<file path="config.mk">
export PLATFORM = sky130hd
export DESIGN_NAME = wakeup_timebase
export DESIGN_NICKNAME = d
export VERILOG_FILES = /design/src/logic/wakeup_timebase_pkg.sv /design/src/logic/wakeup_timebase.sv
export SDC_FILE = /design/constraint.sdc
export NUM_CORES = 1
export LEC_CHECK = 0
export ABC_CLOCK_PERIOD_IN_PS = 1850
export BUFFER_PORTS_ARGS = -buffer_cell sky130_fd_sc_hd__buf_2
export CAP_MARGIN = 5
export CORE_MARGIN = 4
export CORE_UTILIZATION = 48
export DETAILED_ROUTE_END_ITERATION = 8
export PLACE_DENSITY_LB_ADDON = 0.1
export SLEW_MARGIN = 5
export SYNTH_ARGS = -nofsm -noshare
export SYNTH_HDL_FRONTEND = slang
export SYNTH_SLANG_ARGS = --single-unit
export TNS_END_PERCENT = 10
</file>
<file path="constraint.sdc">
create_clock -name aclk -period 1.85 [get_ports aclk]
set_clock_uncertainty 0.05 [all_clocks]
set_input_delay 0.2775 -clock aclk [delete_from_list [all_inputs] [get_ports aclk]]
set_output_delay 0.2775 -clock aclk [all_outputs]
set_load 0.03 [all_outputs]
</file>
<file path="src/logic/wakeup_timebase_pkg.sv">
/*
 * Constants and carrier types for the wakeup timebase and false wakeup counter block.
 * Assumes a 125 MHz aclk and AXI4-Lite register access from software.
 */
package wakeup_timebase_pkg;
	// Register byte offsets
	localparam logic [7:0] ctrl_offset = 8'h00;
	localparam logic [7:0] false_count_offset = 8'h04;
	localparam logic [7:0] trim_offset = 8'h08;
	localparam logic [7:0] status_offset = 8'h0C;
	localparam logic [7:0] irq_status_offset = 8'h10;
	localparam logic [7:0] irq_mask_offset = 8'h14;
	// Control register fields
	localparam int ctrl_src_sel_bit = 0;
	localparam int ctrl_xtal_en_bit = 1;
	localparam int ctrl_manch_en_bit = 2;
	localparam int ctrl_rc_on_bit = 3;
	localparam int ctrl_trim_cmd_bit = 4;
	localparam logic [4:0] ctrl_reset_value = 5'h08;
	// Status register fields
	localparam int status_cal_busy_bit = 0;
	localparam int status_trim_valid_bit = 1;
	localparam int status_src_bit = 2;
	// Interrupt bits
	localparam int irq_false_bit = 0;
	localparam int irq_cal_done_bit = 1;
	localparam logic [1:0] irq_mask_reset = 2'h0;
	// Calibration
	localparam logic [6:0] cal_edge_count = 7'h41; // 65 reference edges
	localparam logic [7:0] false_count_reset = 8'h00;
	localparam logic [15:0] trim_reset_value = 16'h0000;
	// AXI responses
	localparam logic [1:0] resp_okay = 2'h0;
	localparam logic [1:0] resp_slverr = 2'h2;

	typedef struct packed {
		logic trim_cmd;
		logic rc_on;
		logic manch_en;
		logic xtal_osc_enable;
		logic timebase_source_sel;
	} ctrl_t;

	typedef enum logic [1:0] {cal_idle, cal_armed, cal_counting} cal_state_t;
endpackage : wakeup_timebase_pkg

</file>
<file path="src/logic/wakeup_timebase.sv">
/*
 * Timebase select, RC trim calibration and false wakeup counter with an AXI4-Lite slave.
 * Assumes serial clock and chip select arrive asynchronously on pins; wakeup events
 * come from same-clock logic as one-cycle pulses.
 */
// The AXI4-Lite interface to the registers and the register offsets were left to the implementer.
`timescale 1ns/100ps
module wakeup_timebase
	import wakeup_timebase_pkg::*;
(
	input wire logic aclk,
	input wire logic aresetn,
	input wire logic [7:0] s_axi_awaddr,
	input wire logic s_axi_awvalid,
	output logic s_axi_awready,
	input wire logic [31:0] s_axi_wdata,
	input wire logic [3:0] s_axi_wstrb,
	input wire logic s_axi_wvalid,
	output logic s_axi_wready,
	output logic [1:0] s_axi_bresp,
	output logic s_axi_bvalid,
	input wire logic s_axi_bready,
	input wire logic [7:0] s_axi_araddr,
	input wire logic s_axi_arvalid,
	output logic s_axi_arready,
	output logic [31:0] s_axi_rdata,
	output logic [1:0] s_axi_rresp,
	output logic s_axi_rvalid,
	input wire logic s_axi_rready,
	input wire logic freq_detect_pass,
	input wire logic pattern_match_fail,
	input wire logic xtal_clk,
	input wire logic rc_clk,
	input wire logic serial_clk_pin,
	input wire logic chip_select_pin,
	output logic rtc_clk,
	output logic timebase_source_sel,
	output logic xtal_osc_enable,
	output logic [15:0] rc_trim,
	output logic irq
);
	ctrl_t ctrl;
	cal_state_t cal_state;
	logic [7:0] false_count;
	logic [1:0] irq_status;
	logic [1:0] irq_mask;
	logic trim_valid;
	logic [6:0] edge_count;
	logic [15:0] period_count;
	logic [3:0] sync_a, sync_b, sync_c, pin_level;
	logic sclk_level, cs_level, sclk_prev, xtal_level, rc_level;
	logic sclk_rise;
	logic false_event, cal_done;
	logic have_aw, have_w;
	logic [7:0] aw_addr;
	logic [31:0] w_data;
	logic [3:0] w_strb;
	logic do_write;

	// Three-stage synchronisers for all four foreign pins, oscillators included, since none shares aclk
	// A level changes only once stages two and three agree
	always_ff @(posedge aclk) begin
		if (!aresetn) begin
			sync_a <= 4'h0;
			sync_b <= 4'h0;
			sync_c <= 4'h0;
			pin_level <= 4'h0;
			sclk_prev <= 1'b0;
		end else begin
			sync_a <= {rc_clk, xtal_clk, chip_select_pin, serial_clk_pin};
			sync_b <= sync_a;
			sync_c <= sync_b;
			pin_level <= (sync_b & sync_c) | (pin_level & (sync_b | sync_c));
			sclk_prev <= sclk_level;
		end
	end
	assign {rc_level, xtal_level, cs_level, sclk_level} = pin_level;
	assign sclk_rise = sclk_level && !sclk_prev;

	assign false_event = freq_detect_pass && pattern_match_fail && !ctrl.manch_en;

	// False wakeup counter saturates so software never sees a wrap to a quiet value
	always_ff @(posedge aclk) begin
		if (!aresetn)
			false_count <= false_count_reset;
		else if (false_event && false_count != 8'hFF)
			false_count <= false_count + 8'h01;
	end

	always_ff @(posedge aclk) begin
		if (!aresetn) begin
			rtc_clk <= 1'b0;
			timebase_source_sel <= 1'b0;
			xtal_osc_enable <= 1'b0;
		end else begin
			timebase_source_sel <= ctrl.timebase_source_sel;
			xtal_osc_enable <= ctrl.xtal_osc_enable;
			rtc_clk <= ctrl.timebase_source_sel ? xtal_level : rc_level;
		end
	end

	// gated edge counting
	// Edges only count in the counting state, entered with select high after the command
	always_ff @(posedge aclk) begin
		if (!aresetn) begin
			cal_state <= cal_idle;
			edge_count <= 7'h00;
		end else begin
			unique case (cal_state)
				cal_idle: begin
					edge_count <= 7'h00;
					if (do_write && aw_addr == ctrl_offset && w_data[ctrl_trim_cmd_bit] && w_strb[0] && cs_level)
						cal_state <= cal_counting;
				end
				cal_armed: cal_state <= cal_counting;
				cal_counting: begin
					if (!cs_level)
						cal_state <= cal_idle; // Select dropped early: abandon
					else if (sclk_rise) begin
						edge_count <= edge_count + 7'h01;
						if (edge_count + 7'h01 == cal_edge_count)
							cal_state <= cal_idle;
					end
				end
			endcase
		end
	end
	assign cal_done = cal_state == cal_counting && cs_level && sclk_rise && edge_count + 7'h01 == cal_edge_count;

	// Reference period measured in aclk cycles becomes the trim word
	always_ff @(posedge aclk) begin
		if (!aresetn)
			period_count <= 16'h0000;
		else if (cal_state != cal_counting)
			period_count <= 16'h0000;
		else if (period_count != 16'hFFFF)
			period_count <= period_count + 16'h0001;
	end

	// trim lost on RC off or reset
	always_ff @(posedge aclk) begin
		if (!aresetn) begin
			rc_trim <= trim_reset_value;
			trim_valid <= 1'b0;
		end else if (cal_done) begin
			rc_trim <= period_count;
			trim_valid <= 1'b1;
		end else if (!ctrl.rc_on) begin
			rc_trim <= trim_reset_value;
			trim_valid <= 1'b0;
		end
	end

	// AXI write capture: address and data may arrive in either order
	always_ff @(posedge aclk) begin
		if (!aresetn) begin
			have_aw <= 1'b0;
			have_w <= 1'b0;
			aw_addr <= 8'h00;
			w_data <= 32'h0000_0000;
			w_strb <= 4'h0;
			s_axi_awready <= 1'b0;
			s_axi_wready <= 1'b0;
			s_axi_bvalid <= 1'b0;
			s_axi_bresp <= resp_okay;
		end else begin
			s_axi_awready <= !have_aw && !s_axi_awready && !s_axi_bvalid;
			s_axi_wready <= !have_w && !s_axi_wready && !s_axi_bvalid;
			if (s_axi_awvalid && s_axi_awready) begin
				have_aw <= 1'b1;
				aw_addr <= s_axi_awaddr;
			end
			if (s_axi_wvalid && s_axi_wready) begin
				have_w <= 1'b1;
				w_data <= s_axi_wdata;
				w_strb <= s_axi_wstrb;
			end
			if (do_write) begin
				have_aw <= 1'b0;
				have_w <= 1'b0;
				s_axi_bvalid <= 1'b1;
				s_axi_bresp <= (aw_addr > irq_mask_offset || aw_addr[1:0] != 2'h0) ? resp_slverr : resp_okay;
			end else if (s_axi_bvalid && s_axi_bready)
				s_axi_bvalid <= 1'b0;
		end
	end
	assign do_write = have_aw && have_w && !s_axi_bvalid;

	// Software registers; trim command bit is self-clearing
	always_ff @(posedge aclk) begin
		if (!aresetn) begin
			ctrl <= ctrl_t'(ctrl_reset_value);
			irq_mask <= irq_mask_reset;
		end else begin
			ctrl.trim_cmd <= 1'b0;
			if (do_write && w_strb[0]) begin
				if (aw_addr == ctrl_offset)
					ctrl <= ctrl_t'(w_data[4:0]);
				if (aw_addr == irq_mask_offset)
					irq_mask <= w_data[1:0];
			end
		end
	end

	// Sticky interrupt bits: a new event wins over a write-one clear
	always_ff @(posedge aclk) begin
		if (!aresetn)
			irq_status <= 2'h0;
		else
			irq_status <= (irq_status & ~((do_write && w_strb[0] && aw_addr == irq_status_offset) ? w_data[1:0] : 2'h0))
				| {cal_done, false_event};
	end

	always_ff @(posedge aclk) begin
		if (!aresetn)
			irq <= 1'b0;
		else
			irq <= |(irq_status & irq_mask);
	end

	// AXI read path, one read at a time
	always_ff @(posedge aclk) begin
		if (!aresetn) begin
			s_axi_arready <= 1'b0;
			s_axi_rvalid <= 1'b0;
			s_axi_rdata <= 32'h0000_0000;
			s_axi_rresp <= resp_okay;
		end else begin
			s_axi_arready <= !s_axi_arready && !s_axi_rvalid;
			if (s_axi_arvalid && s_axi_arready) begin
				s_axi_rvalid <= 1'b1;
				s_axi_rresp <= resp_okay;
				unique case (s_axi_araddr)
					ctrl_offset: s_axi_rdata <= {27'h0, ctrl};
					false_count_offset: s_axi_rdata <= {24'h0, false_count};
					trim_offset: s_axi_rdata <= {16'h0, rc_trim};
					status_offset: s_axi_rdata <= {29'h0, ctrl.timebase_source_sel, trim_valid, cal_state != cal_idle};
					irq_status_offset: s_axi_rdata <= {30'h0, irq_status};
					irq_mask_offset: s_axi_rdata <= {30'h0, irq_mask};
					default: begin
						s_axi_rdata <= 32'h0000_0000;
						s_axi_rresp <= resp_slverr;
					end
				endcase
			end else if (s_axi_rvalid && s_axi_rready)
				s_axi_rvalid <= 1'b0;
		end
	end

	a_false_count_inc: assert property (@(posedge aclk) disable iff (!aresetn)
		false_event && false_count != 8'hFF |=> false_count == $past(false_count) + 8'h01)
		else $error("false wakeup count did not step");
	a_manch_blocks_count: assert property (@(posedge aclk) disable iff (!aresetn)
		ctrl.manch_en && !(do_write && aw_addr == ctrl_offset) |=> $stable(false_count))
		else $error("false wakeups counted with Manchester on");
	a_source_select_mux: assert property (@(posedge aclk) disable iff (!aresetn)
		##1 timebase_source_sel |-> rtc_clk == $past(xtal_level))
		else $error("timebase not from crystal");
	a_trim_after_edges: assert property (@(posedge aclk) disable iff (!aresetn)
		cal_done |=> trim_valid && rc_trim == $past(period_count))
		else $error("trim not applied at final edge");
	a_trim_lost_off: assert property (@(posedge aclk) disable iff (!aresetn)
		!ctrl.rc_on && !cal_done |=> !trim_valid)
		else $error("trim kept with RC off");
	a_edges_need_select: assert property (@(posedge aclk) disable iff (!aresetn)
		!cs_level |=> $stable(edge_count) || edge_count == 7'h00)
		else $error("edge counted without select");
	a_count_bounded: assert property (@(posedge aclk) disable iff (!aresetn)
		edge_count <= cal_edge_count)
		else $error("edge count passed limit");
	a_irq_follows_mask: assert property (@(posedge aclk) disable iff (!aresetn)
		|(irq_status & irq_mask) |=> irq)
		else $error("interrupt missing");

	c_false_seen: cover property (@(posedge aclk) disable iff (!aresetn) false_event);
	c_cal_finished: cover property (@(posedge aclk) disable iff (!aresetn) cal_done);
	c_cal_aborted: cover property (@(posedge aclk) disable iff (!aresetn) cal_state == cal_counting ##1 cal_state == cal_idle && !trim_valid);
endmodule : wakeup_timebase

</file>
==> results of run 1 <==
==> cell type report <==
class                           count  area share
Clock buffer                       17      0.0655
Clock inverter                     15      0.0265
Inverter                            4     0.00238
Multi-Input combinational cell    400       0.377
Sequential cell                   118       0.374
Tap cell                          133      0.0263
Timing Repair Buffer              123       0.129
==> worst max-delay path, stage by stage, from the launching register on <==
cell and delay [ps]:
dfxtp_1 310, or4_4 550, nor4_4 180, nor3b_4 240, buf_6 160, mux2i_2 210
nor2_1 60
==> sequential cells by signal (all words and copies together), names as in the netlist, 4 cells and up <==
signal	count
s_axi_rdata	16
ctrl	5
aw_addr	8
rc_trim	16
sync_c	4
false_count	8
pin_level	4
w_data	5
sync_b	4
sync_a	4
period_count	16
edge_count	7
==> repair_timing <==
| action | 4_1_cts | 5_1_grt |
|---|---|---|
| buffers inserted | 1 | 0 |
| endpoints found under the hold margin | 20 | 0 |
| setup endpoints to repair | 5 | 27 |
| pin swaps | 0 | 1 |
| resized for setup | 1 | 10 |
| hold buffers | 20 | 0 |
==> cells by family after synthesis <==
kind of cell,count (synthesis),synth area share
AO/OA/AOI/OAI,122,0.153
XOR/XNOR,20,0.0356
adder cells (fa/ha/maj),4,0.0102
buffers and inverters,55,0.0564
flip-flops,118,0.480
multiplexers,18,0.0396
other,1,0.000761
AND/OR/NAND/NOR,218,0.225
==> per-layer routing <==
layer | global-route usage | up-vias | part of all wire
li1 | - | 2171 | -
met1 | 0.251 | 2000 | 0.44
met2 | 0.331 | 152 | 0.48
met3 | 0.0581 | 9 | 0.070
met4 | 0.0614 | 0 | 0.0082
met5 | 0 | - | 0
==> synth_stat cells, types with 13 or more instances <==
cell and count:
dfxtp_1 118, a21oi_1 57, nand2_1 54, nor2_1 48, nand3_1 36, clkbuf_1 29
and2_1 19, nand4_1 19, buf_4 18, o211ai_1 16, mux2i_1 15, o21ai_0 13
==> worst max-delay path by stage <==
| stage | startpoint | end | slack (ps) | cells past startpoint |
|---|---|---|---|---|
| floorplan | edge_count[1] | rc_trim[3] | -20 | 8 |
| global placement | aw_addr[0] | ctrl[3] | -20 | 5 |
| finish | aw_addr[0] | ctrl[2] | -30 | 6 |
| global route | aw_addr[0] | ctrl[2] | -110 | 6 |
| detailed placement | aw_addr[0] | ctrl[0] | -60 | 5 |
| CTS | aw_addr[0] | ctrl[0] | 10 | 6 |
==> metrics by stage <==
stage               TNS [ps]  power (mW)
floorplan               -188        2.89
global placement       -27.5        2.95
detailed placement      -253        2.95
CTS                        0        6.17
global route            -563        6.33
finish                 -42.1        6.12
==> power groups by stage <==
stage / Clock (mW) / Sequential, mW / Combinational [mW]
CTS: 3.24 / 2.63 / 0.303
global route: 3.37 / 2.63 / 0.335
floorplan: 0 / 2.68 / 0.212
detailed placement: 0 / 2.68 / 0.269
global placement: 0 / 2.68 / 0.266
finish: 3.18 / 2.63 / 0.305
==> results.cfg, run 1 <==
[worst_hold_path]
whs_endpoint = period_count[9]
hp-class = input pin to flop
holdCritStartpoint = aresetn
whs_path_depth = 3

[global_route]
grt_pass1_vias = 4102
antenna_found_initial = 0
grt_usage = 0.199
grt_pass1_wl_um = 19000
grt-ovfl-total = 0
grt_max_degree = 68

[drt]
avgViaCountPerCell = 5.35
vias = 4332
drc = 0
drt_iter0_markers = 186
wirelength_um = 11500
avgRoutedWirePerCell_um = 14.2
dr.pass1.iters = 4
ant_nets = 0

[placed_design]
place_inst = 757
dpl-instance-area_sq_um = 5490
portBuffers = 77
hpwl_um = 7870
gp_congestion = 0.826
preCtsSetupSlack_ps = -61.7

[worst_setup_path]
endpoint_kind = flop
r2r-start = aw_addr[0]
r2r_cells = 6
crit_path_max_fanout = 5
reg2reg_slack_ps = -30
path_class = flop to flop
required_ps = 2190
cp-start-kind = flop
rr_endpoint = ctrl[2]
arrival_ps = 2220

[finish]
final_area_sq_um = 6320
drive_gt1_frac = 0.225
mostFrequentLayoutCell = dfxtp_1
layout_common_cells = dfxtp_1 (118), buf_2 (77), a21oi_1 (57)
final_util = 0.641
area_growth_pct = 28.3
nets = 733
fillers = 829
seq_area_sq_um = 2360
stdcell_count = 810
antenna_cells = 0
multi_input_area_sq_um = 2380

[synthesis]
yosys_warnings = 0
async_reset_ff_frac = 0
synth_area_sq_um = 4930
postSynthCellCount = 556
synth.distinct_cells = 53
synth_top_area_frac = 0.480
synth_area_leaders = dfxtp_1 (48%), a21oi_1 (5.8%), nand2_1 (4.1%), nand3_1 (3.7%), nor2_1 (3.7%)
ys_ff_latch = 118
ys.flop_type = dfxtp_1
synth-edff-count = 0
yosysSeqAreaShare = 0.480
synth_largest_area_cell = dfxtp_1
syn_avg_cell_area_sq_um = 8.86

[cts]
clk_latency_ps = 520
root_buffer = clkbuf_8
clock_path_buffers = 2
numCtsBuffers = 17
cts_tree = done
htreeDepth = 4
clkSinkCount = 118
clk_pin_slew_worst_paths_ps = 60

[power]
pwr-share-comb = 0.050
p_leak_nw = 2.46
p_per_area_nw_per_um2 = 968
intPower_mw = 4.65
peakVddDrop_mv = 0.596
seqPwrFrac = 0.430
switching_share = 0.241
clkPwrFrac = 0.521
p_sw_mw = 1.47

[timing]
setup_ws_ps = -27.2
slew_headroom = 0.662
finalSetupViolCount = 2
grt_setup_unrepaired = yes
finalCriticalPeriod_ps = 1880
hold_ws_ps = 37.0
max_clock_freq_ghz = 0.533
worst_pin_slew_ps = 501
drv_slew = 0
fin_crit_sh = 1.01
hold_violations = 0

[floorplanning]
die_width_um = 109
die_height_um = 109
rows = 36
initial_utilization = 0.499
core_area_sq_um = 9860
ios = 126
die_area_sq_um = 11900

[run_status]
status = complete, but fails checks
violations = setup timing

[run]
max-cap-violations = 0
Note: power is estimated with default switching activity, not from simulation.
==> inputs of run 2 (changes only) <==
Settings changed: CELL_PAD_IN_SITES_DETAIL_PLACEMENT from default to 1, CELL_PAD_IN_SITES_GLOBAL_PLACEMENT from default to 1, CORE_UTILIZATION 48 to 35.
==> results.cfg, run 2 (same netlist as run 1, synthesis figures left out) <==
[run_status]
status = finished clean

[worst_setup_path]
path_class = flop to flop
cp-start-kind = flop
required_ps = 2100
arrival_ps = 2090
crit_path_max_fanout = 5
endpoint_kind = flop

[timing]
grt_setup_unrepaired = yes
hold_violations = 0
max_clock_freq_ghz = 0.542
hold_ws_ps = 19.0
tns_ps = 0
finalCriticalPeriod_ps = 1850
worst_pin_slew_ps = 550
drv_slew = 0
slew_headroom = 0.631
finalSetupViolCount = 0
setup_ws_ps = 4.60
fin_crit_sh = 0.998

[floorplanning]
initial_utilization = 0.356
core_area_sq_um = 13800
die_height_um = 127
rows = 43
die_width_um = 127
die_area_sq_um = 16000
ios = 126

[power]
p_sw_mw = 1.29
power_mw = 5.92
peakVddDrop_mv = 0.545
clkPwrFrac = 0.507
switching_share = 0.218
seqPwrFrac = 0.445
p_leak_nw = 2.39
p_per_area_nw_per_um2 = 956
intPower_mw = 4.63
pwr-share-comb = 0.048

[drt]
wirelength_um = 13300
highest_layer = met4
wl_met2_um = 6360
avgViaCountPerCell = 5.11
wl_met1_um = 6110
vias = 4288
avgRoutedWirePerCell_um = 15.8
met3_length_um = 601
drt_iter0_markers = 175
dr.pass1.iters = 5
drc = 0
ant_nets = 0

[placed_design]
dpl-instance-area_sq_um = 5600
place_inst = 811
preCtsSetupSlack_ps = -31.0
portBuffers = 77
hpwl_um = 9650
gp_congestion = 0.795

[cts]
clk_pin_slew_worst_paths_ps = 50
hold_buffers = 0
clkSinkCount = 118
clock_path_buffers = 2
cts_tree = done
numCtsBuffers = 17
root_buffer = clkbuf_16
clk_latency_ps = 410
post_cts_buffers = 0
htreeDepth = 4

[finish]
nets = 719
area_growth_pct = 25.6
drive_gt1_frac = 0.229
final_util = 0.448
layout_common_cells = dfxtp_1 (118), buf_2 (77), a21oi_1 (57)
stdcell_count = 839
reg_top3 = period_count: 16 flops, rc_trim: 16 flops, s_axi_rdata: 16 flops
mostFrequentLayoutCell = dfxtp_1
final_area_sq_um = 6190
antenna_cells = 0

[global_route]
grt-ovfl-total = 0
grt_pass1_vias = 4525
antenna_found_initial = 0
grt_pass1_wl_um = 22300
grt_max_degree = 35
grt_usage = 0.172

[run]
max-cap-violations = 0

[worst_hold_path]
hp-class = input pin to flop
-- run 2: cell count changes in the layout (fill, tap and decap cells not counted), moves of 3 or more --
cell and change:
buf_4 +4, clkinv_4 -3, clkinv_2 +3, clkbuf_8 +3
dlygate4sd3_1 -20, inv_6 -7
-- run 2: worst paths after layout --
| path | startpoint | cells after the start | slack, ps | end |
|---|---|---|---|---|
| setup / recovery | aw_addr[0] | 6 | 5 | ctrl[3] |
| hold reg to reg | sync_a[3] | 1 | 390 | sync_b[3] |
| hold / removal | xtal_clk | 2 | 20 | sync_a[2] |
| setup reg to reg | aw_addr[0] | 6 | 5 | ctrl[3] |
-- run 2: cell type report --
| type | instances | area [sq um] |
|---|---|---|
| multi-input cells | 400 | 2380 |
| flip-flops and latches | 118 | 2360 |
| well taps | 180 | 225 |
| repair buffers | 109 | 669 |
| clock inverters | 5 | 50.0 |
| inverters | 4 | 15.0 |
| clock buffers | 23 | 488 |
| fillers | 1614 | 7640 |
-- run 2: what timing repair did --
action                                  CTS  global route
endpoints found under the setup margin    6            23
resized for setup                         2            12
pin swaps                                 0             2
-- run 2: power by group through the flow --
stage | sequential (mW) | clock, mW | combinational, mW
finish | 2.63 | 3.00 | 0.283
CTS | 2.63 | 3.06 | 0.285
floorplan | 2.68 | 0 | 0.212
global placement | 2.68 | 0 | 0.276
global route | 2.64 | 3.20 | 0.315
detailed placement | 2.68 | 0 | 0.284
-- run 2: metal layers --
| metal | track usage | up-vias |
|---|---|---|
| met5 | 0 | - |
| li1 | - | 2130 |
| met3 | 0.0497 | 19 |
| met2 | 0.286 | 96 |
| met1 | 0.215 | 2043 |
| met4 | 0.0587 | 0 |
-- run 2: worst max-delay path: stages (launching register included) --
cell,delay [ps]
dfxtp_1,300
or4_4,550
nor4_4,180
nor3b_4,230
buf_6,150
mux2i_1,190
nand2_1,70
